## src/logic/twd_pkg.sv

```systemverilog
// Constants, field positions and bus carrier of the timer and watchdog control block.
package twd_pkg;
	localparam int ADDR_W = 8;
	localparam int DATA_W = 16;
	localparam logic [ADDR_W-1:0] OFS_CONFIG = 8'h20;
	localparam logic [ADDR_W-1:0] OFS_PRESCALER = 8'h22;
	localparam logic [ADDR_W-1:0] OFS_RELOAD = 8'h24;
	localparam logic [ADDR_W-1:0] OFS_CTRL_STATUS = 8'h26;
	localparam logic [ADDR_W-1:0] OFS_COUNT_LOAD = 8'h28;
	localparam logic [ADDR_W-1:0] OFS_MATCH = 8'h2a;
	localparam int CFG_LOCK_CONFIG = 0;
	localparam int CFG_LOCK_PRESCALER = 1;
	localparam int CFG_LOCK_TIMER = 2;
	localparam int CFG_LOCK_COUNT = 3;
	localparam int CFG_WD_FROM_TICK = 4;
	localparam int CFG_MATCH_ENABLE = 5;
	localparam logic [5:0] CFG_LOCK_MASK = 6'h0f;
	localparam int CS_RESTART = 0;
	localparam int CS_TERMINAL = 1;
	localparam int CS_IRQ_ENABLE = 2;
	localparam int CS_PENDING = 3;
	localparam int CS_HALT_ENABLE = 4;
	localparam logic [5:0] CFG_RESET = 6'h00;
	localparam logic [2:0] DIV_RESET = 3'h0;
	localparam logic [2:0] DIV_MAX_CODE = 3'h5;
	localparam logic [15:0] RELOAD_RESET = 16'hffff;
	localparam logic [7:0] COUNT_LOAD_RESET = 8'h0f;
	localparam logic [7:0] MATCH_KEY = 8'h5c;
	localparam int XFER_SLOW_CYCLES = 5;
	typedef struct packed {
		logic [ADDR_W-1:0] addr;
		logic [DATA_W-1:0] wdata;
		logic wr;
		logic rd;
	} twd_req_s;
endpackage

```

## src/logic/twd_top.sv

```systemverilog
// Timer and watchdog control registers, prescaler, periodic timer and watchdog counter.
//
// The implementer's own choices: the address-and-strobe port and the placing of the registers.
`timescale 1ns/1ps
module twd_top import twd_pkg::*; #(
	parameter int XFER_CYCLES = XFER_SLOW_CYCLES
) (
	input wire logic CORE_CLK,
	input wire logic RESET_N,
	input wire logic SLOW_CLOCK,
	input wire logic DEBUG_FREEZE,
	input wire twd_req_s REG_REQ,
	output logic [DATA_W-1:0] RDATA,
	output logic TIMER_IRQ,
	output logic TIMER_UNDERFLOW_PULSE,
	output logic PRESCALED_TICK,
	output logic WD_ERROR_RESET
);
	if (XFER_CYCLES < 1 || XFER_CYCLES > 7) begin : g_bad_xfer
		$error("XFER_CYCLES must lie in 1..7");
	end

	logic [1:0] slow_sync_ff;
	logic [1:0] frz_sync_ff;
	logic slow_prev_ff;
	logic slow_edge;
	logic freeze;
	logic [5:0] cfg_ff;
	logic [2:0] div_ff;
	logic [15:0] reload_ff;
	logic restart_ff;
	logic terminal_ff;
	logic irq_en_ff;
	logic halt_en_ff;
	logic [7:0] count_load_ff;
	logic [4:0] pre_cnt_ff;
	logic [4:0] pre_limit;
	logic tick;
	logic [15:0] timer_ff;
	logic timer_run;
	logic underflow;
	logic [7:0] wd_cnt_ff;
	logic wd_started_ff;
	logic wd_serviced_ff;
	logic wd_clk_en;
	logic wd_error_ff;
	logic [2:0] pend_cnt_ff;
	logic wr_config, wr_presc, wr_reload, wr_cs, wr_count, wr_match;
	logic rd_cs;
	logic service_req;
	logic match_bad;
	logic [7:0] wbyte;

	// Both pins come from outside the core clock domain.
	always_ff @(posedge CORE_CLK or negedge RESET_N) begin
		if (!RESET_N) begin
			slow_sync_ff <= 2'h0;
			frz_sync_ff <= 2'h0;
			slow_prev_ff <= 1'b0;
		end else begin
			slow_sync_ff <= {slow_sync_ff[0], SLOW_CLOCK};
			frz_sync_ff <= {frz_sync_ff[0], DEBUG_FREEZE};
			slow_prev_ff <= slow_sync_ff[1];
		end
	end
	assign slow_edge = slow_sync_ff[1] & ~slow_prev_ff;
	assign freeze = frz_sync_ff[1];

	assign wbyte = REG_REQ.wdata[7:0];
	// A locked register takes no write at all.
	assign wr_config = REG_REQ.wr && REG_REQ.addr == OFS_CONFIG && !cfg_ff[CFG_LOCK_CONFIG];
	assign wr_presc = REG_REQ.wr && REG_REQ.addr == OFS_PRESCALER && !cfg_ff[CFG_LOCK_PRESCALER];
	assign wr_reload = REG_REQ.wr && REG_REQ.addr == OFS_RELOAD && !cfg_ff[CFG_LOCK_TIMER];
	assign wr_cs = REG_REQ.wr && REG_REQ.addr == OFS_CTRL_STATUS && !cfg_ff[CFG_LOCK_TIMER];
	assign wr_count = REG_REQ.wr && REG_REQ.addr == OFS_COUNT_LOAD && !cfg_ff[CFG_LOCK_COUNT];
	assign wr_match = REG_REQ.wr && REG_REQ.addr == OFS_MATCH && cfg_ff[CFG_MATCH_ENABLE];
	assign rd_cs = REG_REQ.rd && REG_REQ.addr == OFS_CTRL_STATUS && !cfg_ff[CFG_LOCK_TIMER];

	always_ff @(posedge CORE_CLK or negedge RESET_N) begin
		if (!RESET_N) begin
			cfg_ff <= CFG_RESET;
		end else if (wr_config) begin
			// Lock bits can only be set; a clear attempt leaves them as they are.
			cfg_ff <= wbyte[5:0] | (cfg_ff & CFG_LOCK_MASK);
		end
	end

	always_ff @(posedge CORE_CLK or negedge RESET_N) begin
		if (!RESET_N) begin
			div_ff <= DIV_RESET;
		end else if (wr_presc) begin
			div_ff <= wbyte[2:0];
		end
	end

	always_ff @(posedge CORE_CLK or negedge RESET_N) begin
		if (!RESET_N) begin
			reload_ff <= RELOAD_RESET;
		end else if (wr_reload) begin
			reload_ff <= REG_REQ.wdata;
		end
	end

	always_ff @(posedge CORE_CLK or negedge RESET_N) begin
		if (!RESET_N) begin
			irq_en_ff <= 1'b0;
			halt_en_ff <= 1'b0;
		end else if (wr_cs) begin
			irq_en_ff <= wbyte[CS_IRQ_ENABLE];
			halt_en_ff <= wbyte[CS_HALT_ENABLE];
		end
	end

	// Restart request is taken on the next tick; a new write of 1 wins over that clear.
	always_ff @(posedge CORE_CLK or negedge RESET_N) begin
		if (!RESET_N) begin
			restart_ff <= 1'b0;
		end else if (wr_cs && wbyte[CS_RESTART]) begin
			restart_ff <= 1'b1;
		end else if (tick && timer_run) begin
			restart_ff <= 1'b0;
		end
	end

	always_ff @(posedge CORE_CLK or negedge RESET_N) begin
		if (!RESET_N) begin
			terminal_ff <= 1'b0;
		end else if (underflow) begin
			terminal_ff <= 1'b1;
		end else if (rd_cs && !freeze) begin
			terminal_ff <= 1'b0;
		end
	end

	always_ff @(posedge CORE_CLK or negedge RESET_N) begin
		if (!RESET_N) begin
			count_load_ff <= COUNT_LOAD_RESET;
		end else if (wr_count) begin
			count_load_ff <= wbyte;
		end
	end

	// Reserved codes fall back to the slowest divisor.
	always_comb begin
		pre_limit = 5'((6'h01 << DIV_MAX_CODE) - 6'h01);
		if (div_ff <= DIV_MAX_CODE) begin
			pre_limit = 5'((6'h01 << div_ff) - 6'h01);
		end
	end

	always_ff @(posedge CORE_CLK or negedge RESET_N) begin
		if (!RESET_N) begin
			pre_cnt_ff <= 5'h00;
		end else if (slow_edge) begin
			pre_cnt_ff <= (pre_cnt_ff >= pre_limit) ? 5'h00 : pre_cnt_ff + 5'h01;
		end
	end
	assign tick = slow_edge && pre_cnt_ff >= pre_limit;

	assign timer_run = !(freeze && halt_en_ff);
	assign underflow = tick && timer_run && !restart_ff && timer_ff == 16'h0000;

	always_ff @(posedge CORE_CLK or negedge RESET_N) begin
		if (!RESET_N) begin
			timer_ff <= RELOAD_RESET;
		end else if (tick && timer_run) begin
			if (restart_ff || timer_ff == 16'h0000) begin
				timer_ff <= reload_ff;
			end else begin
				timer_ff <= timer_ff - 16'h0001;
			end
		end
	end

	always_ff @(posedge CORE_CLK or negedge RESET_N) begin
		if (!RESET_N) begin
			TIMER_UNDERFLOW_PULSE <= 1'b0;
			TIMER_IRQ <= 1'b0;
			PRESCALED_TICK <= 1'b0;
		end else begin
			TIMER_UNDERFLOW_PULSE <= underflow;
			TIMER_IRQ <= underflow && irq_en_ff;
			PRESCALED_TICK <= tick;
		end
	end

	// The watchdog clock is an enable pulse, so the freeze simply withholds it.
	assign wd_clk_en = (cfg_ff[CFG_WD_FROM_TICK] ? tick : underflow) && !freeze;
	assign match_bad = wr_match && wbyte != MATCH_KEY;
	assign service_req = (wr_count && !cfg_ff[CFG_MATCH_ENABLE]) || (wr_match && wbyte == MATCH_KEY);

	always_ff @(posedge CORE_CLK or negedge RESET_N) begin
		if (!RESET_N) begin
			wd_started_ff <= 1'b0;
		end else if (wr_count || wr_match) begin
			wd_started_ff <= 1'b1;
		end
	end

	// Counting-register writes always reload; a match write with the key reloads the stored count.
	always_ff @(posedge CORE_CLK or negedge RESET_N) begin
		if (!RESET_N) begin
			wd_cnt_ff <= COUNT_LOAD_RESET;
		end else if (wr_count) begin
			wd_cnt_ff <= wbyte;
		end else if (service_req) begin
			wd_cnt_ff <= count_load_ff;
		end else if (wd_started_ff && wd_clk_en && wd_cnt_ff != 8'h00) begin
			wd_cnt_ff <= wd_cnt_ff - 8'h01;
		end
	end

	// Marks a service inside the current watchdog clock period; a service in the clock cycle wins.
	always_ff @(posedge CORE_CLK or negedge RESET_N) begin
		if (!RESET_N) begin
			wd_serviced_ff <= 1'b0;
		end else if (service_req && wd_started_ff) begin
			wd_serviced_ff <= 1'b1;
		end else if (wd_clk_en) begin
			wd_serviced_ff <= 1'b0;
		end
	end

	// The error is held until the device reset it requests comes back to this block.
	always_ff @(posedge CORE_CLK or negedge RESET_N) begin
		if (!RESET_N) begin
			wd_error_ff <= 1'b0;
		end else if (match_bad) begin
			wd_error_ff <= 1'b1;
		end else if (service_req && wd_serviced_ff) begin
			wd_error_ff <= 1'b1;
		end else if (wd_started_ff && wd_clk_en && wd_cnt_ff == 8'h00 && !service_req) begin
			wd_error_ff <= 1'b1;
		end
	end
	assign WD_ERROR_RESET = wd_error_ff;

	// The transfer into the slow-clocked watchdog is taken as complete after a few slow edges.
	always_ff @(posedge CORE_CLK or negedge RESET_N) begin
		if (!RESET_N) begin
			pend_cnt_ff <= 3'h0;
		end else if (wr_count || wr_match) begin
			pend_cnt_ff <= 3'(XFER_CYCLES);
		end else if (slow_edge && pend_cnt_ff != 3'h0) begin
			pend_cnt_ff <= pend_cnt_ff - 3'h1;
		end
	end

	// Locked registers read as zero; software must not rely on that value.
	always_ff @(posedge CORE_CLK or negedge RESET_N) begin
		if (!RESET_N) begin
			RDATA <= 16'h0000;
		end else if (REG_REQ.rd) begin
			RDATA <= 16'h0000;
			unique case (REG_REQ.addr)
				OFS_CONFIG: if (!cfg_ff[CFG_LOCK_CONFIG]) RDATA <= {10'h000, cfg_ff};
				OFS_PRESCALER: if (!cfg_ff[CFG_LOCK_PRESCALER]) RDATA <= {13'h0000, div_ff};
				OFS_RELOAD: if (!cfg_ff[CFG_LOCK_TIMER]) RDATA <= reload_ff;
				OFS_CTRL_STATUS: if (!cfg_ff[CFG_LOCK_TIMER]) begin
					RDATA <= {11'h000, halt_en_ff, pend_cnt_ff != 3'h0, irq_en_ff, terminal_ff, restart_ff};
				end
				default: RDATA <= 16'h0000;
			endcase
		end
	end
endmodule

```

## config.mk

```make
export PLATFORM = sky130hd
export DESIGN_NAME = twd_top
export DESIGN_NICKNAME = d
export VERILOG_FILES = /design/src/logic/twd_pkg.sv /design/src/logic/twd_top.sv
export SDC_FILE = /design/constraint.sdc
export NUM_CORES = 1
export LEC_CHECK = 0
export ABC_CLOCK_PERIOD_IN_PS = 5950
export BUFFER_PORTS_ARGS = -buffer_cell sky130_fd_sc_hd__buf_2
export CAP_MARGIN = 15
export CORE_ASPECT_RATIO = 0.5
export CORE_MARGIN = 2
export CORE_UTILIZATION = 45
export DETAILED_ROUTE_END_ITERATION = 16
export HOLD_SLACK_MARGIN = 0.12
export PLACE_DENSITY_LB_ADDON = 0.15
export SLEW_MARGIN = 30
export SYNTH_ARGS = -nofsm -noshare
export SYNTH_HDL_FRONTEND = slang
export SYNTH_SLANG_ARGS = --single-unit
```

## constraint.sdc

```tcl
create_clock -name CORE_CLK -period 5.95 [get_ports CORE_CLK]
set_input_delay 1.19 -clock CORE_CLK [delete_from_list [all_inputs] [get_ports CORE_CLK]]
set_output_delay 1.19 -clock CORE_CLK [all_outputs]
set_load 0.01 [all_outputs]
```

# --- Yosys cells after proc, flatten, opt, wreduce, memory -nomap -nowiden ---
# Index checks and enable logic that the tools add are counted.
totals:
  reg_bits: 96
  output_inout_bits: 20
op_classes:
  n_shift: 1
  eq_ne: 8
  bitwise: 3
  n_reduce_logical: 55
  order_cmp: 2
  n_addsub: 5
  n_mux: 23
op_table:
  columns: ["operator", "n"]
  rows:
  - ["16-bit case mux with 4 select lines", 1]
  - ["8-bit by 6-bit == test with 1-bit output, second input constant", 6]
  - ["1-bit logical AND", 33]
  - ["16-bit two-way mux", 2]
  - ["8-bit two-way mux", 3]
  - ["16-bit zero test", 1]
  - ["16-bit by 1-bit subtractor with 16-bit output, second input constant", 1]
  - ["5-bit two-way mux", 3]
  - ["1-bit two-way mux", 10]
  - ["1-bit zero test", 9]
  - ["3-bit two-way mux", 3]
  - ["3-bit nonzero test", 3]
  - ["8-bit by 7-bit == test with 1-bit output, second input constant", 1]
  - ["8-bit zero test", 1]
  - ["8-bit by 7-bit != test with 1-bit output, second input constant", 1]
  - ["2-bit nonzero test", 4]
  - ["8-bit nonzero test", 1]
  - ["8-bit by 1-bit subtractor with 8-bit output, second input constant", 1]
  - ["6-bit two-way mux", 1]
  - ["6-bit by 4-bit bitwise OR with 6-bit output", 1]
  - ["5-bit by 1-bit adder with 5-bit output, second input constant", 1]
  - ["5-bit greater-or-equal comparator", 1]
  - ["1-bit by 3-bit << shifter with 5-bit output, first input constant", 1]
  - ["5-bit by 1-bit subtractor with 5-bit output, second input constant", 1]
  - ["5 further kinds", 7]

# --- Logic depth before layout (Yosys ltp) ---
# Gate-level depths: netlist (run 1).
logic_depth:
  depth_word: 16
  depth_mapped: 16

# --- Worst setup path after synthesis (run 1) ---
# No wires, ideal clock.
synth_path:
  path_kind: "register to register"
  from: "reg div_ff[1]"
  to: "reg wd_cnt_ff[4]"
  setup_time_ps: 125
  path_stages_with_launch: 14
  path_buffers: 1
  period_less_slack_ps: 3015
  arrival_ps: 2890
  path_slack_ps: 2935
  path_cell_list: "dfrtp_1 clkbuf_1 or3_1 ha_1 nor2b_1 a21oi_1 o22ai_1 ha_1 a21oi_1 o21ai_0 a31oi_1 nor3_1 xor2_1 mux2_4"
synth_between:
  elab_chain_cells: 13
  word_cells_on_any_way: 14
synth_rtl:
  columns: ["item", "line_no", "source"]
  rows:
  - ["start, declared", "twd_top.sv:29", "logic [2:0] div_ff;"]
  - ["start signal, assigned", "twd_top.sv:92", "div_ff <= wbyte[2:0];"]
  - ["1-bit by 3-bit << shifter with 5-bit output", "twd_top.sv:147", "pre_limit = 5'((6'h01 << div_ff) - 6'h01);"]
  - ["5-bit by 1-bit subtractor with 5-bit output", "twd_top.sv:147", null]
  - ["5-bit two-way mux (*)", "twd_top.sv:146", "if (div_ff <= DIV_MAX_CODE) begin"]
  - ["5-bit greater-or-equal comparator (*)", "twd_top.sv:158", "assign tick = slow_edge && pre_cnt_ff >= pre_limit;"]
  - ["1-bit logical AND (*)", "twd_top.sv:158", null]
  - ["1-bit logical AND (3 in series)", "twd_top.sv:161", "assign underflow = tick && timer_run && !restart_ff && timer_ff == 16'h0000;"]
  - ["1-bit two-way mux (*)", "twd_top.sv:188", "assign wd_clk_en = (cfg_ff[CFG_WD_FROM_TICK] ? tick : underflow) && !freeze;"]
  - ["1-bit logical AND (*)", "twd_top.sv:188", null]
  - ["1-bit logical AND (*) (2 in series)", "twd_top.sv:208", "end else if (wd_started_ff && wd_clk_en && wd_cnt_ff != 8'h00) begin"]
  - ["3-bit nonzero test (no source line) (*)", null, null]
  - ["end signal, assigned", "twd_top.sv:205", "wd_cnt_ff <= wbyte;"]
  - ["end signal, assigned", "twd_top.sv:207", "wd_cnt_ff <= count_load_ff;"]
  - ["end signal, assigned", "twd_top.sv:209", "wd_cnt_ff <= wd_cnt_ff - 8'h01;"]
  - ["end, declared", "twd_top.sv:42", "logic [7:0] wd_cnt_ff;"]
# Mark *: on every way between the ends. The rest lies on a longest branch, timed or not.
# A chain may end at the register's enable or synchronous reset.

# --- Final worst setup path (run 1) ---
layout_path:
  from: "reg div_ff[1]"
  to: "reg TIMER_IRQ"
layout_between:
  elab_chain_cells: 9
  word_cells_on_any_way: 10
layout_rtl:
  columns: ["item", "line_no", "source"]
  rows:
  - ["1-bit by 3-bit << shifter with 5-bit output", "twd_top.sv:147", null]
  - ["5-bit by 1-bit subtractor with 5-bit output", "twd_top.sv:147", null]
  - ["5-bit two-way mux (*)", "twd_top.sv:146", null]
  - ["5-bit greater-or-equal comparator (*)", "twd_top.sv:158", null]
  - ["1-bit logical AND (*)", "twd_top.sv:158", null]
  - ["1-bit logical AND (*) (3 in series)", "twd_top.sv:161", null]
  - ["net underflow", "twd_top.sv:41", "logic underflow;"]
  - ["1-bit logical AND (*)", "twd_top.sv:182", "TIMER_IRQ <= underflow && irq_en_ff;"]
  - ["end signal, assigned", "twd_top.sv:182", null]
  - ["end, declared", "twd_top.sv:14", "output logic TIMER_IRQ,"]
# Mark *: on every way through the listed nets, which the timed path passes. The rest lies on a longest branch.

==> results of run 1 <==
==> worst max path at each step <==
stage | end | slack [ps] | depth (start not counted) | startpoint
floorplan | wd_cnt_ff[4]$_DFFE_PN0P_ | 2940 | 13 | div_ff[1]$_DFFE_PN0P_
global placement | reload_ff[1]$_DFFE_PN1P_ | 2420 | 6 | REG_REQ[22]
detailed placement | reload_ff[1]$_DFFE_PN1P_ | 2410 | 6 | REG_REQ[22]
CTS | TIMER_IRQ$_DFF_PN0_ | 2450 | 12 | div_ff[1]$_DFFE_PN0P_
global route | timer_ff[1]$_DFFE_PN1P_ | 2140 | 12 | div_ff[1]$_DFFE_PN0P_
finish | TIMER_IRQ$_DFF_PN0_ | 2460 | 12 | div_ff[1]$_DFFE_PN0P_
==> registers in the layout, indices dropped and copies added, names as in the netlist, 2 cells and up <==
register	flops
wd_cnt_ff	8
reload_ff	16
cfg_ff	6
frz_sync_ff	2
slow_sync_ff	2
RDATA	16
count_load_ff	8
timer_ff	16
pre_cnt_ff	5
div_ff	3
pend_cnt_ff	3
==> power by group <==
group / switching (W) / internal (W) / total [W] / leakage (nW)
clock: 0.000250 / 0.000340 / 0.000590 / 0.148
sequential: 0.000109 / 0.000792 / 0.000900 / 1.16
combinational: 0.000217 / 0.000159 / 0.000376 / 1.24
==> layout make-up <==
cell class	count	area, µm²
flip-flops and latches	96	2452
repair buffers	50	255.2
inverters	28	105.1
multi-input cells	333	2318
fillers	990	5300
well taps	145	181.4
clock buffers	12	246.5
clock inverters	4	52.55
==> cells in the final DEF (no fill, tap or decap), drive strengths merged, types with 5 or more instances in the layout <==
cell     synthesis  final
dfrtp           56     56
nand2           51     51
buf             14     50
dfstp           40     40
nor2            34     34
inv             28     30
o21ai           30     30
mux2            24     24
a21oi           22     22
nand3           19     19
ha              13     13
clkbuf          10     12
nor3            11     11
o22ai            9      9
nor4             9      9
o2bb2ai          7      7
or3              7      7
nor2b            6      6
nand4            6      6
o22a             6      6
nor4b            6      6
a22o             6      6
a21o             5      5
xor2             5      5
a22oi            5      5
nand2b           5      5
==> kinds of logic after synthesis <==
logic type      after synthesis
mux                          24
fa+ha+maj                    13
flops                        96
simple gates                171
buf+inv                      52
xor+xnor                      8
compound gates              117
==> per-stage QoR <==
stage               utilization  instances  power (W)  hold slack (ps)
finish                   0.5143        668   0.001867            348.2
global route             0.5143        668   0.001985            361.3
detailed placement       0.4869        652   0.001287            334.7
global placement         0.4866        652   0.001280            331.2
floorplan                     -        481   0.001167            331.2
CTS                      0.5143        668   0.001883            350.5
==> metal layers <==
layer,vias to the layer above,GRT usage,routed length [µm]
met3,10,0.04638,439
met5,-,0,0
met2,71,0.3174,5063
met4,0,0.04352,120
li1,1817,-,-
met1,1831,0.2796,5623
==> metrics.log, run 1 <==
[metrics] Worst Path Class, Setup: flop to flop
[metrics] vias after detailed routing: 3729
[metrics] clock slew seen by the registers of the worst setup and hold paths: 70 ps
[metrics] Reg-to-Reg End: TIMER_IRQ$_DFF_PN0_
[metrics] post-CTS setup buffers: 0
[metrics] Tot GR Track Use: 0.1995
[metrics] nature of the critical path endpoint: flop
[metrics] die area: between 10000 and 15000 µm²
[metrics] total nets after synthesis: between 500 and 600
[metrics] largest family of logic cells by synthesized area: simple AND/OR/NAND/NOR gates
[metrics] sequential share of the synthesized area: 0.4907
[metrics] standard cell area after detailed placement: 5313 µm²
[metrics] Fin Setup TNS: 0 ps
[metrics] vias per inst: 5.582
[metrics] post-synthesis simple-gate area fraction: 0.1915
[metrics] total gr overflow: 0
[metrics] startpoint of the lowest-slack hold path: frz_sync_ff[0]$_DFF_PN0_
[metrics] share of post-route cells with drive strength above 1: 0.2753
[metrics] minimum clock period after layout: 3489 ps
[metrics] post-cts hold buffer count: 0
[metrics] Synth Flop Type: sky130_fd_sc_hd__dfrtp_1
[metrics] vertical die dimension: 78.52 µm
[metrics] count of pins over their slew limit: 0
[metrics] maximum count of clock buffers along a single path: 2
[metrics] number of flops mapped to enable cells by yosys: 0
[metrics] Synth top area share: 0.2804
[metrics] starting utilization of the core area: 0.4580
[metrics] worst vdd rail ir drop: 0.1675 mV
[metrics] slowest library cell on the worst path: sky130_fd_sc_hd__dfrtp_1
[metrics] Layout area overhead: 12.29%
[metrics] count of routing violations after the opening detailed-route iteration: 267
[metrics] clock tree root driver cell: sky130_fd_sc_hd__clkbuf_16
[metrics] wire length reported by the detailed router: 11250 µm
[metrics] Final Hold Viols: 0
[metrics] upper clock frequency limit: 0.2866 GHz
[metrics] number of sinks handled by clock tree synthesis: 96
[metrics] family with the most delay on the worst path: simple AND/OR/NAND/NOR gates
[metrics] Ports: 50
[metrics] largest clock skew in the final design: 6.341 ps
[metrics] area of the core region: 10910 µm²
[metrics] number of nets still failing antenna checks after routing: 0
[metrics] clock latency on the worst-skew pair: 340 ps
[metrics] number of port buffers: around 50
[metrics] WL/cell: 16.84 µm
[metrics] parity-gate share of the synthesized area counting xor and xnor cells: 0.01402
[metrics] number of antenna violations at the first check in global routing: 0
[metrics] number of H-tree levels: 3
[metrics] data arrival at the endpoint of the critical path: 3770 ps
[metrics] max cap viols: 0
[metrics] data required time of the critical path: 6230 ps
[metrics] unrepaired setup endpoints after global routing: no
[metrics] drc violations: 0
[metrics] post-synthesis compound-gate area fraction: 0.1630
[metrics] vias in the first global route: 3676
[metrics] synthesis-stage register bit count: 96
[metrics] number of gates given a new drive strength after cts: 0
[metrics] number of rows created at floorplan: 27
[metrics] buffers and inverters on the worst path: 0
[metrics] number of endpoints failing setup at the final stage: 0
[metrics] Tcrit/Tclk final: 0.5864
[metrics] CTS tree: yes
[metrics] Endpoint, Worst Hold: frz_sync_ff[1]$_DFF_PN0_
[metrics] mean cell area of the mapped netlist: 10.39 µm²
[metrics] Synth cell types: 71
[metrics] final worst setup slack: around 2500 ps
[metrics] Worst slew margin: 0.4095
[metrics] CP Cell Sequence: or3_1, ha_1, nor2b_1, a21oi_1, o22ai_1, ha_1, nand2_1, o21ai_0, a22o_1, nand2_1, nor2_1, and2_1
[metrics] CTS Buf Count: 9
[metrics] final antenna diode count: 0
[metrics] power density of the placed cells: 332.7 nW/µm²
[metrics] Final Wtd Congestion: 0.8301
[metrics] cell area after synthesis: between 4000 and 5000 µm²
[metrics] top cells by area in the synthesized netlist: sky130_fd_sc_hd__dfrtp_1 (28%), sky130_fd_sc_hd__dfstp_2 (21%), sky130_fd_sc_hd__nand2_1 (3.7%), sky130_fd_sc_hd__mux2_4 (3.3%), sky130_fd_sc_hd__ha_1 (3.3%)
[metrics] post-synthesis share of cell area spent on full adders, half adders and majority gates: 0.03255
[metrics] class of the most critical hold timing path: flop to flop
[metrics] Worst path max stage delay: 480 ps
[metrics] result of the run: finished, final reports clean
[metrics] nets@finish: around 560
[metrics] worst-path fanout max: 20
[metrics] Commonest cells post-synth: sky130_fd_sc_hd__dfrtp_1 (56), sky130_fd_sc_hd__nand2_1 (49), sky130_fd_sc_hd__dfstp_2 (40)
[metrics] most common cell in the synthesized netlist: sky130_fd_sc_hd__dfrtp_1
[metrics] critical register-to-register path startpoint: div_ff[1]$_DFFE_PN0P_
[metrics] category of the worst setup path launch point: flop
[metrics] proportion of register bits with asynchronous set or reset after synthesis: 1.000
[metrics] share of cell area taken by muxes after synthesis: 0.06234
[metrics] horizontal die dimension: 153.0 µm
[metrics] Least-Margin Pin Slew: 884.0 ps
[metrics] Pre-antenna DRT Iters: 5
[metrics] WHS Path Cells: 0
[metrics] worst-case setup slack after placement: 2405 ps
[metrics] maximum number of pins on one net before global-route repair: 54
[metrics] cell count after synthesis: 481
[metrics] number of cells on the worst reg-to-reg path: 12
[metrics] post-synthesis cell type with the largest combined area: sky130_fd_sc_hd__dfrtp_1
[metrics] first-pass GRT wire length: ~19000 µm
[metrics] post-layout instance area: 5612 µm²
[metrics] sum of net half-perimeters after detailed placement: roughly 8000 µm
[metrics] count of warnings emitted by yosys: 0
[metrics] LEAKAGE: 2.550 nW
[metrics] reg-to-reg setup timing slack: ~2500 ps
(Power assumes the default switching activity.)
==> inputs of run 2 (changes only) <==
--- a/config.mk
+++ b/config.mk
@@ -5,7 +5,8 @@
 export SDC_FILE = /design/constraint.sdc
 export NUM_CORES = 1
 export LEC_CHECK = 0
-export ABC_CLOCK_PERIOD_IN_PS = 5950
+export ABC_AREA = 1
+export ABC_CLOCK_PERIOD_IN_PS = 3250
 export BUFFER_PORTS_ARGS = -buffer_cell sky130_fd_sc_hd__buf_2
 export CAP_MARGIN = 15
 export CORE_ASPECT_RATIO = 0.5
==> constraint.sdc (replaced) <==
create_clock -name CORE_CLK -period 3.25 [get_ports CORE_CLK]
set_input_delay 0.65 -clock CORE_CLK [delete_from_list [all_inputs] [get_ports CORE_CLK]]
set_output_delay 0.65 -clock CORE_CLK [all_outputs]
set_load 0.01 [all_outputs]
==> run 2 against run 1 <==
Net effect:
- core utilization up 1.1 points
- clock-buffer cell count down 3
- clock power up 76%
- first-iteration DRC count down 2.6%
==> metrics.log, run 2 <==
[metrics] upper clock frequency limit: 0.3733 GHz (was 0.2866 GHz)
[metrics] maximum number of pins on one net before global-route repair: 53 (was 54)
[metrics] clock latency on the worst-skew pair: 350 ps (was 340 ps)
[metrics] global routing usage on met3: 0.04367 (was 0.04638)
[metrics] unrepaired setup endpoints after global routing: no (unchanged)
[metrics] starting utilization of the core area: 0.4606 (was 0.4580)
[metrics] number of rows created at floorplan: 27 (unchanged)
[metrics] most common cell in the synthesized netlist: sky130_fd_sc_hd__nand2_1 (was sky130_fd_sc_hd__dfrtp_1)
[metrics] Worst slew margin: 0.6012 (was 0.4095)
[metrics] category of the worst setup path launch point: flop (unchanged)
[metrics] Final Hold Viols: 0 (unchanged)
[metrics] number of gates given a new drive strength after cts: 0 (unchanged)
[metrics] final worst setup slack: 571.0 ps (was 2461 ps)
[metrics] post-CTS setup buffers: 0 (unchanged)
[metrics] first-pass GRT wire length: 19350 µm (was 19030 µm)
[metrics] post-synthesis cell type with the largest combined area: sky130_fd_sc_hd__dfrtp_1 (unchanged)
[metrics] sequential share of the synthesized area: 0.4865 (was 0.4907)
[metrics] number of placed instances, taps included: 795 (was 652)
[metrics] clock slew seen by the registers of the worst setup and hold paths: 70 ps (about the same)
[metrics] LEAKAGE: 2.898 nW (was 2.550 nW)
[metrics] vias per inst: 5.017 (was 5.582)
[metrics] CTS tree: yes (unchanged)
[metrics] clock tree root driver cell: sky130_fd_sc_hd__clkbuf_16 (unchanged)
[metrics] vias after detailed routing: 4069 (was 3729)
[metrics] Tot GR Track Use: 0.2014 (was 0.1995)
[metrics] result of the run: finished, final reports clean (unchanged)
[metrics] cell area after synthesis: 5041 µm² (was 4997 µm²)
[metrics] Layout area overhead: 14.00% (was 12.29%)
[metrics] minimum clock period after layout: 2679 ps (was 3489 ps)
[metrics] synthesis-stage register bit count: 96 (unchanged)
[metrics] M2 GR Usage: 0.3298 (was 0.3174)
[metrics] Synth Flop Type: sky130_fd_sc_hd__dfrtp_1 (unchanged)
[metrics] share of post-route cells with drive strength above 1: 0.2237 (was 0.2753)
[metrics] post-cts hold buffer count: 0 (unchanged)
[metrics] total nets after synthesis: 652 (was 524)
[metrics] die area: 12120 µm² (was 12020 µm²)
[metrics] grt peak-use layer: met2 (unchanged)
[metrics] WL/cell: 14.06 µm (was 16.84 µm)
[metrics] number of endpoints failing setup at the final stage: 0 (unchanged)
[metrics] leading cell types in the layout, fill and taps excluded: sky130_fd_sc_hd__nand2_1 (160), sky130_fd_sc_hd__inv_1 (63), sky130_fd_sc_hd__dfrtp_1 (56) (was sky130_fd_sc_hd__dfrtp_1 (56), sky130_fd_sc_hd__nand2_1 (49), sky130_fd_sc_hd__buf_2 (48))
[metrics] wire length reported by the detailed router: 11410 µm (was 11250 µm)
[metrics] data required time of the critical path: 3530 ps (was 6230 ps)
[metrics] Total Power Consumption: 0.003476 W (was 0.001867 W)
[metrics] drc violations: 0 (unchanged)
[metrics] proportion of register bits with asynchronous set or reset after synthesis: 1.000 (unchanged)
[metrics] filler-free cell count of the finished design: 811 (was 668)
[metrics] mean cell area of the mapped netlist: 8.278 µm² (was 10.39 µm²)
[metrics] Tcrit/Tclk final: 0.8243 (was 0.5864)
[metrics] Synth top area share: 0.2780 (was 0.2804)
[metrics] number of H-tree levels: 3 (unchanged)
[metrics] data arrival at the endpoint of the critical path: 2960 ps (was 3770 ps)
[metrics] power density of the placed cells: 604.8 nW/µm² (was 332.7 nW/µm²)
[metrics] number of flops mapped to enable cells by yosys: 0 (unchanged)
[metrics] number of antenna violations at the first check in global routing: 0 (unchanged)
[metrics] Synth cell types: 42 (was 71)
[metrics] cell count after synthesis: 609 (was 481)
[metrics] class of the most critical hold timing path: primary input to async pin (was flop to flop)
[metrics] final antenna diode count: 0 (unchanged)
[metrics] Worst Path Class, Setup: flop to flop (unchanged)
[metrics] Fin Setup TNS: 0 ps (unchanged)
[metrics] count of routing violations after the opening detailed-route iteration: 260 (was 267)
[metrics] top cells by area in the synthesized netlist: sky130_fd_sc_hd__dfrtp_1 (28%), sky130_fd_sc_hd__dfstp_2 (21%), sky130_fd_sc_hd__nand2_1 (12%), sky130_fd_sc_hd__inv_1 (4.7%), sky130_fd_sc_hd__o21ai_1 (4.3%) (was sky130_fd_sc_hd__dfrtp_1 (28%), sky130_fd_sc_hd__dfstp_2 (21%), sky130_fd_sc_hd__nand2_1 (3.7%), sky130_fd_sc_hd__mux2_4 (3.3%), sky130_fd_sc_hd__ha_1 (3.3%))
[metrics] Top Registers: RDATA x16, reload_ff x16, timer_ff x16 (unchanged)
[metrics] worst-path fanout max: 22 (was 20)
[metrics] number of sinks handled by clock tree synthesis: 96 (unchanged)
[metrics] vertical die dimension: 78.84 µm (was 78.52 µm)
[metrics] Final Wtd Congestion: 0.8688 (was 0.8301)
[metrics] number of port buffers: 49 (unchanged)
[metrics] nets@finish: 704 (was 561)
[metrics] Ports: 50 (unchanged)
[metrics] sum of net half-perimeters after detailed placement: 8507 µm (was 7914 µm)
[metrics] largest clock skew in the final design: 5.763 ps (was 6.341 ps)
[metrics] vias in the first global route: 3836 (was 3676)
[metrics] nature of the critical path endpoint: flop (unchanged)
[metrics] number of nets still failing antenna checks after routing: 0 (unchanged)
[metrics] area of the core region: 10950 µm² (was 10910 µm²)
[metrics] worst vdd rail ir drop: 0.2380 mV (was 0.1675 mV)
[metrics] leading cell type in the layout, fill and taps excluded: sky130_fd_sc_hd__nand2_1 (was sky130_fd_sc_hd__dfrtp_1)
[metrics] Least-Margin Pin Slew: 598.2 ps (was 884.0 ps)
[metrics] Commonest cells post-synth: sky130_fd_sc_hd__nand2_1 (161), sky130_fd_sc_hd__inv_1 (63), sky130_fd_sc_hd__dfrtp_1 (56) (was sky130_fd_sc_hd__dfrtp_1 (56), sky130_fd_sc_hd__nand2_1 (49), sky130_fd_sc_hd__dfstp_2 (40))
[metrics] maximum count of clock buffers along a single path: 2 (unchanged)
[metrics] worst-case setup slack after placement: 576.1 ps (was 2405 ps)
[metrics] horizontal die dimension: 153.7 µm (was 153.0 µm)
[metrics] total gr overflow: 0 (unchanged)
[metrics] GR Layer Usage met1: 0.2758 (was 0.2796)
[metrics] Pre-antenna DRT Iters: 5 (unchanged)
[metrics] count of warnings emitted by yosys: 0 (unchanged)
[metrics] count of pins over their slew limit: 0 (unchanged)
[metrics] max cap viols: 0 (unchanged)
[metrics] CTS Buf Count: 9 (unchanged)
[run 2: final timing paths]
check / cells past startpoint / to / slack, ps / from
setup / recovery: 16 / timer_ff[9]$_DFFE_PN1P_ / 570 / div_ff[1]$_DFFE_PN0P_
hold / removal: 1 / slow_sync_ff[1]$_DFF_PN0_ / 300 / RESET_N
setup reg to reg: 16 / timer_ff[9]$_DFFE_PN1P_ / 570 / div_ff[1]$_DFFE_PN0P_
hold reg to reg: 0 / slow_sync_ff[1]$_DFF_PN0_ / 350 / slow_sync_ff[0]$_DFF_PN0_
max in group asynchronous: 2 / timer_ff[0]$_DFFE_PN1P_ / 2210 / RESET_N
min in group CORE_CLK: 0 / slow_sync_ff[1]$_DFF_PN0_ / 350 / slow_sync_ff[0]$_DFF_PN0_
[run 2: per-layer routing]
layer / vias up / routed length [µm]
li1: 2091 / -
met1: 1899 / 5629
met2: 66 / 5284
met3: 13 / 381
met4: 0 / 110
met5: - / 0
[run 2: layout make-up]
type / instances / area (µm²)
clock buffer: 9 / 225.2
timing repair buffer: 54 / 297.8
tap: 145 / 181.4
fill: 1080 / 5199
sequential: 96 / 2452
clock inverter: 7 / 62.56
multi-input combinational: 421 / 2231
inverter: 79 / 296.5
[run 2: report_power, final]
group / internal (W) / total, W / switching [W] / leakage [nW]
Combinational: 0.000329 / 0.000862 / 0.000534 / 1.61
Sequential: 0.00142 / 0.00158 / 0.000157 / 1.15
Clock: 0.000535 / 0.00104 / 0.000500 / 0.139
Total: 0.00228 / 0.00348 / 0.00119 / 2.90
[run 2: through the flow]
step | hold WS, ps | util | cell area (µm²)
floorplan | 331.2 | - | 5041
global placement | 333.2 | 0.4985 | 5456
detailed placement | 334.7 | 0.4985 | 5456
CTS | 325.5 | 0.5248 | 5744
global route | 351.8 | 0.5250 | 5747
finish | 300.5 | 0.5250 | 5747
[run 2: critical path, cell delays in order (launching register included)]
cell and delay [ps]:
sky130_fd_sc_hd__dfrtp_1 430, sky130_fd_sc_hd__inv_1 140, sky130_fd_sc_hd__nand3_1 90, sky130_fd_sc_hd__ha_1 220, sky130_fd_sc_hd__inv_1 70, sky130_fd_sc_hd__nor2_1 50, sky130_fd_sc_hd__xor2_1 160, sky130_fd_sc_hd__ha_1 300
sky130_fd_sc_hd__nand2_1 70, sky130_fd_sc_hd__nor2_1 90, sky130_fd_sc_hd__nand2_1 80, sky130_fd_sc_hd__nand3_2 90, sky130_fd_sc_hd__nand3_2 140, sky130_fd_sc_hd__inv_2 330, sky130_fd_sc_hd__o21ai_1 110, sky130_fd_sc_hd__o21ai_0 160
sky130_fd_sc_hd__nand2_1 70
[run 2: kinds of logic (layout without fill, tap and decap cells)]
group | after synthesis | in the layout | share of synthesized area
compound gates | 109 | 109 | 0.1234
buf+inv | 92 | 149 | 0.07148
flops | 96 | 96 | 0.4865
fa+ha+maj | 13 | 13 | 0.03227
simple gates | 284 | 284 | 0.2604
xor+xnor | 15 | 15 | 0.02606
==> inputs of run 3 (changes only) <==
--- a/config.mk
+++ b/config.mk
@@ -6,7 +6,7 @@
 export NUM_CORES = 1
 export LEC_CHECK = 0
 export ABC_AREA = 1
-export ABC_CLOCK_PERIOD_IN_PS = 3250
+export ABC_CLOCK_PERIOD_IN_PS = 2410
 export BUFFER_PORTS_ARGS = -buffer_cell sky130_fd_sc_hd__buf_2
 export CAP_MARGIN = 15
 export CORE_ASPECT_RATIO = 0.5
==> constraint.sdc (replaced) <==
create_clock -name CORE_CLK -period 2.41 [get_ports CORE_CLK]
set_input_delay 0.482 -clock CORE_CLK [delete_from_list [all_inputs] [get_ports CORE_CLK]]
set_output_delay 0.482 -clock CORE_CLK [all_outputs]
set_load 0.01 [all_outputs]
==> run 3 against run 2 <==
Net effect:
- the flow now finishes with violations (negative setup slack)
- sequential share of layout area down 2.2 points
- clock power is 44% higher
- register-to-register slack worse by 600 ps
- maximum frequency is 9.8% higher
- critical path depth decreased by 1
- critical path type unchanged
- largest cell class unchanged
==> metrics.log, run 3 (synthesis results as in run 2) <==
[metrics] count of pins over their slew limit: 0 (unchanged)
[metrics] Least-Margin Pin Slew: 395.7 ps (was 598.2 ps)
[metrics] Worst slew margin: 0.7359 (was 0.6012)
[metrics] critical path launch point: div_ff[1]$_DFFE_PN0P_ (unchanged)
[metrics] share of post-route cells with drive strength above 1: 0.2730 (was 0.2237)
[metrics] number of endpoints failing setup at the final stage: 10 (was 0)
[metrics] post-layout instance area: 6061 µm² (was 5747 µm²)
[metrics] filler-free cell count of the finished design: 841 (was 811)
[metrics] worst-path fanout max: 3 (was 22)
[metrics] Tot GR Track Use: 0.2088 (was 0.2014)
[metrics] class of the most critical hold timing path: primary input to flop (was primary input to async pin)
[metrics] number of cells on the worst reg-to-reg path: 15 (was 16)
[metrics] Final Wtd Congestion: 0.8572 (was 0.8688)
[metrics] vertical die dimension: 78.84 µm (unchanged)
[metrics] CTS Buf Count: 9 (unchanged)
[metrics] maximum number of pins on one net before global-route repair: 53 (unchanged)
[metrics] die area: 12120 µm² (unchanged)
[metrics] data required time of the critical path: 2640 ps (was 3530 ps)
[metrics] standard cell area after detailed placement: 5622 µm² (was 5456 µm²)
[metrics] vias after detailed routing: 4239 (was 4069)
[metrics] CTS tree: yes (unchanged)
[metrics] vias per inst: 5.040 (was 5.017)
[metrics] Final Hold Slack: 235.6 ps (was 300.5 ps)
[metrics] register share of total power: 0.442 (was 0.454)
[metrics] fraction of power consumed by combinational cells: 0.248 (about the same)
[metrics] total gr overflow: 0 (unchanged)
[metrics] leading cell types in the layout, fill and taps excluded: sky130_fd_sc_hd__nand2_1 (157), sky130_fd_sc_hd__inv_1 (59), sky130_fd_sc_hd__dfrtp_1 (56) (was sky130_fd_sc_hd__nand2_1 (160), sky130_fd_sc_hd__inv_1 (63), sky130_fd_sc_hd__dfrtp_1 (56))
[metrics] Layout area overhead: 20.23% (was 14.00%)
[metrics] minimum clock period after layout: 2441 ps (was 2679 ps)
[metrics] Fillers: 1062 (was 1080)
[metrics] upper clock frequency limit: 0.4097 GHz (was 0.3733 GHz)
[metrics] horizontal die dimension: 153.7 µm (unchanged)
[metrics] Tcrit/Tclk final: 1.013 (was 0.8243)
[metrics] LEAKAGE: 3.061 nW (was 2.898 nW)
[metrics] area of the core region: 10950 µm² (unchanged)
[metrics] number of placed instances, taps included: 817 (was 795)
[metrics] switching fraction of total power: 0.3359 (was 0.3427)
[metrics] vias in the first global route: 4147 (was 3836)
[metrics] final antenna diode count: 0 (unchanged)
[metrics] result of the run: complete, but fails checks (was finished, final reports clean)
[metrics] critical register-to-register path startpoint: div_ff[1]$_DFFE_PN0P_ (unchanged)
[metrics] worst vdd rail ir drop: 0.3038 mV (was 0.2380 mV)
[metrics] nets@finish: 734 (was 704)
[metrics] final worst setup slack: -30.67 ps (was 571.0 ps)
[metrics] unrepaired setup endpoints after global routing: yes (was no)
[metrics] number of antenna violations at the first check in global routing: 0 (unchanged)
[metrics] internal power: 0.003203 W (was 0.002285 W)
[metrics] leading cell type in the layout, fill and taps excluded: sky130_fd_sc_hd__nand2_1 (unchanged)
[metrics] NetSw: 0.001620 W (was 0.001191 W)
[metrics] max cap viols: 0 (unchanged)
[metrics] count of routing violations after the opening detailed-route iteration: 221 (was 260)
[metrics] number of rows created at floorplan: 27 (unchanged)
[metrics] worst setup path endpoint: WD_ERROR_RESET$_DFFE_PN0P_ (was timer_ff[9]$_DFFE_PN1P_)
[metrics] sum of net half-perimeters after detailed placement: 8821 µm (was 8507 µm)
[metrics] drc violations: 0 (unchanged)
[metrics] Top Registers: RDATA x16, reload_ff x16, timer_ff x16 (unchanged)
[metrics] starting utilization of the core area: 0.4606 (unchanged)
[metrics] first-pass GRT wire length: 20130 µm (was 19350 µm)
[metrics] number of port buffers: 49 (unchanged)
[metrics] Pre-antenna DRT Iters: 5 (unchanged)
[metrics] data arrival at the endpoint of the critical path: 2670 ps (was 2960 ps)
[metrics] reg-to-reg setup timing slack: -30 ps (was 570 ps)
[metrics] clock slew seen by the registers of the worst setup and hold paths: 70 ps (about the same)
[metrics] violated checks: negative setup slack
[metrics] power density of the placed cells: 795.8 nW/µm² (was 604.8 nW/µm²)
[metrics] WL/cell: 14.12 µm (was 14.06 µm)
[metrics] maximum count of clock buffers along a single path: 2 (unchanged)
[metrics] Total Power Consumption: 0.004823 W (was 0.003476 W)
[metrics] number of nets still failing antenna checks after routing: 0 (unchanged)
[metrics] clock latency on the worst-skew pair: 350 ps (about the same)
[metrics] number of sinks handled by clock tree synthesis: 96 (unchanged)
[metrics] clock tree root driver cell: sky130_fd_sc_hd__clkbuf_16 (unchanged)
[metrics] wire length reported by the detailed router: 11880 µm (was 11410 µm)
[metrics] Final Hold Viols: 0 (unchanged)
[metrics] number of H-tree levels: 3 (unchanged)
[metrics] category of the worst setup path launch point: flop (unchanged)
[metrics] Reg-to-Reg End: WD_ERROR_RESET$_DFFE_PN0P_ (was timer_ff[9]$_DFFE_PN1P_)
[metrics] Ports: 50 (unchanged)
[metrics] relative contribution of the clock network to total power: 0.310 (was 0.298)
[metrics] nature of the critical path endpoint: flop (unchanged)
[metrics] Worst Path Class, Setup: flop to flop (unchanged)
[metrics] largest clock skew in the final design: 6.908 ps (was 5.763 ps)
==> run 3: cell types whose count changed in the layout (fill, tap and decap cells not counted), moves of 3 or more <==
cell and change:
sky130_fd_sc_hd__buf_4 +26, sky130_fd_sc_hd__inv_1 -4, sky130_fd_sc_hd__inv_2 +4, sky130_fd_sc_hd__nand2_1 -3
sky130_fd_sc_hd__nand2_2 +3, sky130_fd_sc_hd__o21ai_0 -3, sky130_fd_sc_hd__o21ai_1 +3
==> run 3: critical path, cell delays in order, from the launching register on <==
cell,delay (ps)
sky130_fd_sc_hd__dfrtp_1,400
sky130_fd_sc_hd__inv_2,90
sky130_fd_sc_hd__nand3_2,90
sky130_fd_sc_hd__ha_4,180
sky130_fd_sc_hd__inv_2,60
sky130_fd_sc_hd__nor2_2,40
sky130_fd_sc_hd__xor2_1,150
sky130_fd_sc_hd__ha_1,310
sky130_fd_sc_hd__a21oi_1,250
sky130_fd_sc_hd__nand3_2,160
sky130_fd_sc_hd__nand2_2,120
sky130_fd_sc_hd__a21oi_4,70
sky130_fd_sc_hd__buf_4,150
sky130_fd_sc_hd__buf_4,130
sky130_fd_sc_hd__nand4_1,70
sky130_fd_sc_hd__nand2_1,60
==> run 3: what timing repair did <==
action / CTS / global route
gates resized for setup: 15 / 6
pin swaps: 11 / 5
setup endpoints to repair: 22 / 30
hold buffers: 1 / 0
hold endpoints to repair: 13 / 0
setup buffers: 6 / 0
gates cloned: 1 / 0
==> run 3: final cells by class <==
class / instances / area (µm²) / share of cell area
Multi-Input combinational cell: 422 / 2296 / 0.3788
Clock buffer: 9 / 225.2 / 0.03716
Inverter: 79 / 296.5 / 0.04893
Clock inverter: 7 / 83.83 / 0.01383
Timing Repair Buffer: 83 / 525.5 / 0.08671
Tap cell: 145 / 181.4 / 0.02993
Sequential cell: 96 / 2452 / 0.4046
==> run 3: worst min path at each step <==
stage	start	endpoint	slack, ps	cells after the start
CTS	SLOW_CLOCK	slow_sync_ff[0]$_DFF_PN0_	230	1
global placement	frz_sync_ff[0]$_DFF_PN0_	frz_sync_ff[1]$_DFF_PN0_	330	0
finish	SLOW_CLOCK	slow_sync_ff[0]$_DFF_PN0_	240	1
floorplan	RESET_N	PRESCALED_TICK$_DFF_PN0_	190	0
global route	SLOW_CLOCK	slow_sync_ff[0]$_DFF_PN0_	230	1
detailed placement	slow_sync_ff[0]$_DFF_PN0_	slow_sync_ff[1]$_DFF_PN0_	340	0
==> run 3: stage by stage <==
step | setup TNS (ps) | setup slack, ps | utilization
6_report | -106.5 | -30.67 | 0.5537
5_1_grt | -3330 | -186.7 | 0.5537
4_1_cts | -252.2 | -36.24 | 0.5528
3_5_place_dp | -1269 | -144.9 | 0.5136
3_3_place_gp | -306.5 | -47.57 | 0.5136
2_1_floorplan | 0 | 23.09 | -
==> run 3: metal layers <==
layer	wire, µm	GRT usage	up-vias	share of wire
met5	0	0	-	0
met3	531	0.04203	11	0.045
met1	5655	0.2820	2002	0.48
met2	5572	0.3529	67	0.47
li1	-	-	2159	-
met4	119	0.04495	0	0.010
==> run 3: power by group through the flow <==
stage	registers (W)	logic [W]	clock network, W
6_report	0.00213	0.00119	0.00150
5_1_grt	0.00216	0.00137	0.00160
4_1_cts	0.00213	0.00120	0.00153
3_5_place_dp	0.00215	0.00118	0
3_3_place_gp	0.00215	0.00116	0
2_1_floorplan	0.00210	0.000919	0
